`src/hdl/rtsc_pkg.sv`:
```
package rtsc_pkg;
  localparam int unsigned CLK_HZ = 25000000;
  // Times in microseconds as printed
  localparam longint unsigned TURN_ON_DELAY_US = 2300000;
  localparam longint unsigned FAST_ON_DELAY_US = 4000;
  localparam longint unsigned RESET_HOLD_DELAY_US = 7500000;
  localparam longint unsigned FAST_RESET_DELAY_US = 1000;
  localparam longint unsigned RESET_OFF_PULSE_US = 400000;
  localparam longint unsigned WAKE_ON_DELAY_US = 4400;
  localparam longint unsigned SHUTDOWN_DELAY_US = 7300000;
  localparam longint unsigned FAST_SHUTDOWN_US = 600;
  localparam longint unsigned OFF_HOLD_MIN_US = 1000;
  localparam longint unsigned TRIM_WINDOW_US = 2000;
  // Microseconds to cycles: least times round up, longest round down
  function automatic longint unsigned rtsc_min_cyc(input longint unsigned us);
    return (us * CLK_HZ + 1000000 - 1) / 1000000;
  endfunction : rtsc_min_cyc
  function automatic longint unsigned rtsc_max_cyc(input longint unsigned us);
    longint unsigned c;
    c = us * CLK_HZ / 1000000;
    return (c == 0) ? 1 : c;
  endfunction : rtsc_max_cyc
  localparam int CNT_W = 32;
  localparam logic [CNT_W-1:0] FAST_ON_CYC = CNT_W'(rtsc_max_cyc(FAST_ON_DELAY_US));
  localparam logic [CNT_W-1:0] FAST_RESET_CYC = CNT_W'(rtsc_max_cyc(FAST_RESET_DELAY_US));
  localparam logic [CNT_W-1:0] WAKE_ON_CYC = CNT_W'(rtsc_min_cyc(WAKE_ON_DELAY_US));
  localparam logic [CNT_W-1:0] FAST_SHUTDOWN_CYC = CNT_W'(rtsc_max_cyc(FAST_SHUTDOWN_US));
  localparam logic [CNT_W-1:0] OFF_HOLD_CYC = CNT_W'(rtsc_min_cyc(OFF_HOLD_MIN_US));
  localparam logic [CNT_W-1:0] TRIM_WINDOW_CYC = CNT_W'(rtsc_min_cyc(TRIM_WINDOW_US));
  // Trim codes, multiplier in quarters
  typedef enum logic [2:0] {
    TRIM_GND, TRIM_3K9, TRIM_10K, TRIM_22K, TRIM_47K, TRIM_120K, TRIM_VBAT
  } rtsc_trim_t;
  localparam logic [3:0] QTR_ONE = 4'h4;
  // Synchronised input bundle
  typedef struct packed {
    logic key_n;
    logic wake;
    logic off;
    logic fast_n;
  } rtsc_in_t;
  localparam rtsc_in_t IN_POR = '{key_n: 1'b1, wake: 1'b0, off: 1'b0, fast_n: 1'b1};
endpackage : rtsc_pkg

```
`src/hdl/rtsc_ctrl.sv`:
```
// Functional notes
// - Output off, fast select high: key held low 2.3 s turns output on.
// - Fast select low before key falls while off: output on within 4 ms.
// - Output on, key held low reset hold delay: 400 ms off then on.
// - Fast select low before key falls while on: off within 1 ms.
// - Test mode keeps reset off pulse at 400 ms.
// - Simultaneous triggers: key first, wake second, shutdown third; rest ignored.
// - Key or wake trigger aborts long shutdown countdown, output stays on.
// - Trim code scales reset hold delay from half to double.
// - Trim tied to battery gives unscaled reset hold delay.
// - Trim resistor connected only briefly after key falls.
// - After reset inputs assumed idle and output on.
// - Wake high with key high turns output on after 4.4 ms.
// - Shutdown rising edge held 1 ms starts turn-off, long or short delay.
// - After turning on, no reset until key returns high.
// - Key released before reset hold delay clears counter, output stays on.
`timescale 1ns/10ps
module rtsc_ctrl
  import rtsc_pkg::*;
#(
  parameter logic [CNT_W-1:0] TURN_ON_CYC = CNT_W'(rtsc_min_cyc(TURN_ON_DELAY_US)),
  parameter logic [CNT_W-1:0] RESET_HOLD_CYC = CNT_W'(rtsc_min_cyc(RESET_HOLD_DELAY_US)),
  parameter logic [CNT_W-1:0] RESET_OFF_CYC = CNT_W'(rtsc_min_cyc(RESET_OFF_PULSE_US)),
  parameter logic [CNT_W-1:0] SHUTDOWN_CYC = CNT_W'(rtsc_min_cyc(SHUTDOWN_DELAY_US))
) (
  input wire logic clk_sys_in,
  input wire logic rst_in,
  input wire logic power_key_n_in,
  input wire logic wake_request_in,
  input wire logic shutdown_request_in,
  input wire logic fast_select_n_in,
  input wire logic [2:0] delay_trim_pin_in,
  output logic delay_trim_pin_enable_out,
  output logic switch_on_out
);
  typedef enum logic [2:0] {
    ST_ON, ST_OFF, ST_WAKE_WAIT, ST_ARMED_WAIT, ST_RESET_OFF, ST_SHUT_HOLD, ST_SHUT_WAIT
  } rtsc_state_t;

  rtsc_state_t state;
  rtsc_in_t raw;
  rtsc_in_t cur;
  rtsc_in_t prev;
  logic [CNT_W-1:0] count;
  logic [CNT_W-1:0] trim_count;
  logic [CNT_W-1:0] reset_limit;
  logic [CNT_W-1:0] shut_limit;
  logic reset_armed;
  logic fast_at_fall;
  logic key_fall;
  logic key_low;
  logic wake_rise;
  logic off_rise;
  logic take_key;
  logic take_wake;
  logic take_off;
  logic [2:0] trim_code;

  assign raw = '{key_n: power_key_n_in, wake: wake_request_in,
                 off: shutdown_request_in, fast_n: fast_select_n_in};

  rtsc_sync u_sync (
    .clk_sys_in(clk_sys_in),
    .rst_in(rst_in),
    .raw_in(raw),
    .sync_out(cur),
    .prev_out(prev)
  );

  // Edges on synchronised levels
  assign key_fall = prev.key_n && !cur.key_n;
  assign key_low = !cur.key_n;
  assign wake_rise = !prev.wake && cur.wake;
  assign off_rise = !prev.off && cur.off;

  // Fixed priority: key, then wake, then shutdown
  assign take_key = key_fall;
  assign take_wake = wake_rise && !key_fall;
  assign take_off = off_rise && !key_fall && !wake_rise;

  // Scale hold delay by quarters of the factory value
  function automatic logic [CNT_W-1:0] rtsc_scale(input logic [CNT_W-1:0] base,
                                                  input logic [2:0] code);
    logic [3:0] qtr;
    logic [CNT_W+3:0] prod;
    qtr = QTR_ONE;
    case (rtsc_trim_t'(code))
      TRIM_GND: qtr = 4'h2;
      TRIM_3K9: qtr = 4'h3;
      TRIM_10K: qtr = 4'h5;
      TRIM_22K: qtr = 4'h6;
      TRIM_47K: qtr = 4'h7;
      TRIM_120K: qtr = 4'h8;
      default: qtr = QTR_ONE;
    endcase
    prod = (CNT_W+4)'(base) * (CNT_W+4)'(qtr);
    return prod[CNT_W+1:2];
  endfunction : rtsc_scale

  // Trim pin connected for a short window after each key fall
  always_ff @(posedge clk_sys_in) begin
    if (rst_in) begin
      trim_count <= '0;
      trim_code <= 3'(TRIM_VBAT);
    end else if (key_fall) begin
      trim_count <= TRIM_WINDOW_CYC;
    end else if (trim_count != '0) begin
      trim_count <= trim_count - 1'b1;
      trim_code <= delay_trim_pin_in;
    end
  end
  assign delay_trim_pin_enable_out = (trim_count != '0);

  always_comb begin
    reset_limit = rtsc_scale(RESET_HOLD_CYC, trim_code);
    if (fast_at_fall) begin
      reset_limit = FAST_RESET_CYC;
    end
    shut_limit = cur.fast_n ? SHUTDOWN_CYC : FAST_SHUTDOWN_CYC;
  end

  // Fast select level sampled before the key falls
  always_ff @(posedge clk_sys_in) begin
    if (rst_in) begin
      fast_at_fall <= 1'b0;
    end else if (key_fall) begin
      fast_at_fall <= !prev.fast_n;
    end
  end

  // Reset re-enabled only once key returns high
  always_ff @(posedge clk_sys_in) begin
    if (rst_in) begin
      reset_armed <= 1'b1;
    end else if (state != ST_ON && state != ST_SHUT_HOLD && state != ST_SHUT_WAIT) begin
      reset_armed <= 1'b0;
    end else if (cur.key_n) begin
      reset_armed <= 1'b1;
    end
  end

  // Single timebase counter and sequencer
  always_ff @(posedge clk_sys_in) begin
    if (rst_in) begin
      state <= ST_ON;
      count <= '0;
    end else begin
      case (state)
        ST_ON: begin
          count <= '0;
          if (take_key && reset_armed) begin
            state <= ST_ARMED_WAIT;
          end else if (take_off) begin
            state <= ST_SHUT_HOLD;
          end
        end
        ST_ARMED_WAIT: begin
          if (!key_low) begin
            state <= ST_ON;
            count <= '0;
          end else if (count + 1'b1 >= reset_limit) begin
            state <= ST_RESET_OFF;
            count <= '0;
          end else begin
            count <= count + 1'b1;
          end
        end
        ST_RESET_OFF: begin
          if (count + 1'b1 >= RESET_OFF_CYC) begin
            state <= ST_ON;
            count <= '0;
          end else begin
            count <= count + 1'b1;
          end
        end
        ST_SHUT_HOLD: begin
          if (take_key || take_wake) begin
            state <= ST_ON;
          end else if (!cur.off) begin
            state <= ST_ON;
            count <= '0;
          end else if (count + 1'b1 >= OFF_HOLD_CYC) begin
            state <= ST_SHUT_WAIT;
            count <= '0;
          end else begin
            count <= count + 1'b1;
          end
        end
        ST_SHUT_WAIT: begin
          if (cur.fast_n && (take_key || take_wake)) begin
            state <= ST_ON;
            count <= '0;
          end else if (count + 1'b1 >= shut_limit) begin
            state <= ST_OFF;
            count <= '0;
          end else begin
            count <= count + 1'b1;
          end
        end
        ST_OFF: begin
          count <= '0;
          if (key_low) begin
            state <= ST_WAKE_WAIT;
          end else if (take_wake || cur.wake) begin
            state <= ST_WAKE_WAIT;
          end
        end
        ST_WAKE_WAIT: begin
          if (take_key) begin
            count <= '0;
          end else if (key_low) begin
            if (count + 1'b1 >= (fast_at_fall ? FAST_ON_CYC : TURN_ON_CYC)) begin
              state <= ST_ON;
              count <= '0;
            end else begin
              count <= count + 1'b1;
            end
          end else if (cur.wake) begin
            if (count + 1'b1 >= WAKE_ON_CYC) begin
              state <= ST_ON;
              count <= '0;
            end else begin
              count <= count + 1'b1;
            end
          end else begin
            state <= ST_OFF;
            count <= '0;
          end
        end
        default: begin
          state <= ST_ON;
          count <= '0;
        end
      endcase
    end
  end

  always_ff @(posedge clk_sys_in) begin
    if (rst_in) begin
      switch_on_out <= 1'b1;
    end else begin
      switch_on_out <= (state != ST_OFF && state != ST_WAKE_WAIT && state != ST_RESET_OFF);
    end
  end
endmodule : rtsc_ctrl

```
`src/hdl/rtsc_sync.sv`:
```
`timescale 1ns/10ps
module rtsc_sync
  import rtsc_pkg::*;
(
  input wire logic clk_sys_in,
  input wire logic rst_in,
  input wire rtsc_in_t raw_in,
  output rtsc_in_t sync_out,
  output rtsc_in_t prev_out
);
  rtsc_in_t stage1;
  rtsc_in_t stage2;
  rtsc_in_t stage3;
  always_ff @(posedge clk_sys_in) begin
    if (rst_in) begin
      stage1 <= IN_POR;
      stage2 <= IN_POR;
      stage3 <= IN_POR;
    end else begin
      stage1 <= raw_in;
      stage2 <= stage1;
      stage3 <= stage2;
    end
  end
  assign sync_out = stage2;
  assign prev_out = stage3;
endmodule : rtsc_sync

```
`config.mk`:
```
export PLATFORM = sky130hd
export DESIGN_NAME = rtsc_ctrl
export DESIGN_NICKNAME = d
export VERILOG_FILES = /design/src/hdl/rtsc_pkg.sv /design/src/hdl/rtsc_ctrl.sv /design/src/hdl/rtsc_sync.sv
export SDC_FILE = /design/constraint.sdc
export NUM_CORES = 1
export LEC_CHECK = 0
export ABC_AREA = 1
export BUFFER_PORTS_ARGS = -buffer_cell sky130_fd_sc_hd__buf_2
export CORE_UTILIZATION = 25
export CTS_CLUSTER_DIAMETER = 80
export DETAILED_ROUTE_END_ITERATION = 10
export GPL_TIMING_DRIVEN = 0
export PLACE_DENSITY = 0.37
export SLEW_MARGIN = 20
export SYNTH_ARGS = -nofsm -noshare
export SYNTH_HDL_FRONTEND = slang
export SYNTH_SLANG_ARGS = --single-unit
```
`constraint.sdc`:
```
create_clock -name clk_sys_in -period 14.4 [get_ports clk_sys_in]
set_clock_uncertainty 0.2 [all_clocks]
set_input_delay 1.44 -clock clk_sys_in [delete_from_list [all_inputs] [get_ports clk_sys_in]]
set_output_delay 1.44 -clock clk_sys_in [all_outputs]
set_load 0.05 [all_outputs]
```
==> results.md <==
* Avg Synthesized Cell Area at 6.06 um2
* Final Cycle Share at 40.9%
* Worst-path fanout max at 10
* H-tree Lvls at 3
* RSZ-0062 raised after global routing: false
* Mapped Cells at 1293
* Core Region at 30700 um2
* Share of the synthesized area in the top cell type at 21.7%
* Reg power frac at 24.8%
* Required @ worst endpoint at 14500 ps
* Worst skew pair latency at 370 ps
* Routed WL at 26.2 mm
* CTS resizes at 0
* Final core utilization at 28.3%
* DRC at 0
* Grt total ovfl at 0
* Hold depth at 1
* P_int at 677 uW
* Synth warn at 0
* Buffers on Ports at 10
* Hold_ws at 198 ps
* Post-synth EDFFs at 0
* First-pass GRT wire length at 42.2 mm
* Clock Tree Buf Depth at 2
* Hold_buf cts at 0
* Pwr/cell area at 152 nW/um2
* Initial antenna violation count at 0
* Design Power at 1320 uW
* Clk pwr share at 19.1%
* Vias/cell at 4.58
* Post-Syn Area at 7840 um2
* Initial core utilization at 25.5%
* CP max stage delay at 520 ps
* Diode count at 0
* Post-synth top area cell: dfxtp_1
* Count of unique library cells instantiated by Yosys at 50
* Final min period at 5890 ps
* Status: finished, final reports clean
* Clock Pin Slew Worst Setup and Hold Paths at 70 ps
* DR vias at 7858
* Vias in the first global route at 7537
* Largest net degree at the start of global routing at 17
* Highest Clock Rate at 170 MHz
* Area of the multi-input gates at 5400 um2
* Final hold violations at 0
* Switch Pwr at 642 uW
* Crit start category: flop
* R2r endpoint: count[8]
* Primary FF master, synth: dfxtp_1
* Dpl hpwl at 21.6 mm
* Setup TNS at 0 ps
* DR pass1 iterations at 5
* Worst slew margin at 42.6%
* Post-synth ARST share at 0%
* Non-Filler Instances at 1715
* LEAKAGE at 0.00418 uW
* Die area at 32100 um2
* Final net count at 1401
* # Max-Cap Violations at 0
* Sequential-to-total area share from yosys stat at 21.7%
* Num CTS Buffers at 9
* GRT Total Usage at 17.4%
* Synth-to-Final Area Change at 10.9%
* Arr. time, crit path at 5980 ps
* Placement Rows at 64
* Final slew viol count at 0
* Clock sinks at 85
* Combinational share of power at 56.2%
* Worst Hold Endpoint: fast_at_fall
* Top cells by area, synth: dfxtp_1 (22%), nand2_1 (17%), ha_1 (12%)
* CTS tree: built
* Mapped Nets at 1380
* Synthesized flop and latch total at 85
* CP Capture Type: flop
* Slowest-stage cell, CP: fa_1
* Final setup vio count at 0
* Root buffer cell: clkbuf_16
* Worst ir drop on vdd at 107 uV
* Number of buffers added for setup after CTS at 0
* Worst setup path category: reg2reg
* Die width at 179 um
* CP dominant cell by count: nand2_1
* HP Start: u_sync.prev_out[0]
* Worst hold path type: reg2reg
* Routed Antenna Nets at 0
* # fillers at 3580
* Avg WL per Cell at 15.3 um
* DIE HEIGHT at 179 um
* Register Area at 1700 um2
* R2r startpoint: trim_code[0]
* Switch share at 48.7%
* Ports at 11
* Layout cell share with drive strength beyond 1 at 7.96%
* Final Wtd Congestion at 0.853
* Worst reg-to-reg path cell count at 33
* Dpl cells at 1699
* Slew at the pin closest to its max-slew limit at 861 ps
* Initial DRC Count at 388
* Register-to-register setup slack at 8510 ps
## synthesized netlist by cell type (2+ instances only)
cell / n
nand3_1: 81
a211oi_1: 2
nand2_4: 2
nand2_2: 23
nor2_1: 215
nand2_1: 359
xor2_1: 11
dfxtp_1: 85
and3_1: 4
fa_1: 3
a21oi_1: 62
a221oi_1: 2
o21ai_0: 30
or2_2: 8
nor2_2: 9
nor3_1: 35
inv_1: 163
o21ai_1: 2
o21a_1: 2
ha_1: 75
o211ai_1: 5
nor4_1: 5
nor3b_1: 5
nor2_4: 7
inv_2: 8
o21bai_1: 5
nand3b_1: 4
a21oi_2: 16
clkbuf_1: 15
nand4_1: 22
xnor2_1: 9
## sequential cells by signal (all words and copies together), names as in the netlist
name,count
trim_code,3
u_sync.stage1,4
u_sync.prev_out,4
switch_on_out,1
count,32
state,3
u_sync.sync_out,4
trim_count,32
fast_at_fall,1
reset_armed,1
## how the worst max path moves through the flow
stage / cells past startpoint / to / from
2_1_floorplan: 33 / count[16] / trim_code[0]
3_3_place_gp: 33 / count[10] / trim_code[0]
3_5_place_dp: 33 / count[8] / trim_code[0]
4_1_cts: 33 / count[10] / trim_code[0]
5_1_grt: 33 / count[10] / trim_code[0]
6_report: 33 / count[8] / trim_code[0]
## cells in the final DEF (no fill, tap or decap), types with 8 or more instances in the layout
cell and instances:
nor3_1 35, nand4_1 22, a21oi_1 62, inv_2 8, nor2_1 215, xnor2_1 9
nand2_1 359, nand2_2 23, clkbuf_16 9, ha_1 75, clkbuf_1 15, buf_2 10
dfxtp_1 85, nand3_1 81, a21oi_2 16, inv_1 163, o21ai_0 30, xor2_1 11
or2_2 8, nor2_2 9
## final cells by class
type | instances | area share (%)
clock buffer | 9 | 2.59
sequential | 85 | 19.6
multi-input combinational | 1017 | 62.1
tap | 396 | 5.70
timing repair buffer | 10 | 0.576
clock inverter | 7 | 0.950
inverter | 173 | 7.50
buffer | 18 | 0.993
## power by group through the flow
stage	Clock [uW]	Combinational (uW)	Sequential (uW)
global route	270	870	335
global placement	0	755	333
detailed placement	0	754	333
floorplan	0	565	325
CTS	261	757	328
finish	251	741	327
## critical path: cells and delay by family, from the launching register on
kind            cells  cell delay [ps]
compound gates      6             1080
fa+ha+maj           4             1770
buf+inv             6              590
flops               1              380
simple gates       17             1760
## stage by stage
stage | setup slack (ps) | instance area (um2)
global route | 7950 | 8690
floorplan | 9370 | 7840
finish | 8510 | 8690
detailed placement | 8470 | 8380
global placement | 8500 | 8380
CTS | 8430 | 8690
## metal layers
metal  vias to the layer above  GRT usage (%)  routed length, um
met2                        89           27.6              11600
met4                         0           4.63                420
met3                        19           3.12                769
met1                      3543           24.1              13400
met5                         -              0                  0
li1                       4207              -                  -
## kinds of logic (layout without fill, tap and decap cells)
group / count (synthesis) / after routing / share of synthesized area [%]
adder cells (fa/ha/maj): 78 / 78 / 12.7
flip-flops: 85 / 85 / 21.7
AO/OA/AOI/OAI: 134 / 134 / 10.2
XOR/XNOR: 21 / 21 / 2.44
AND/OR/NAND/NOR: 784 / 784 / 43.5
buffers and inverters: 191 / 217 / 9.42
Note: power is estimated with default switching activity, not from simulation.
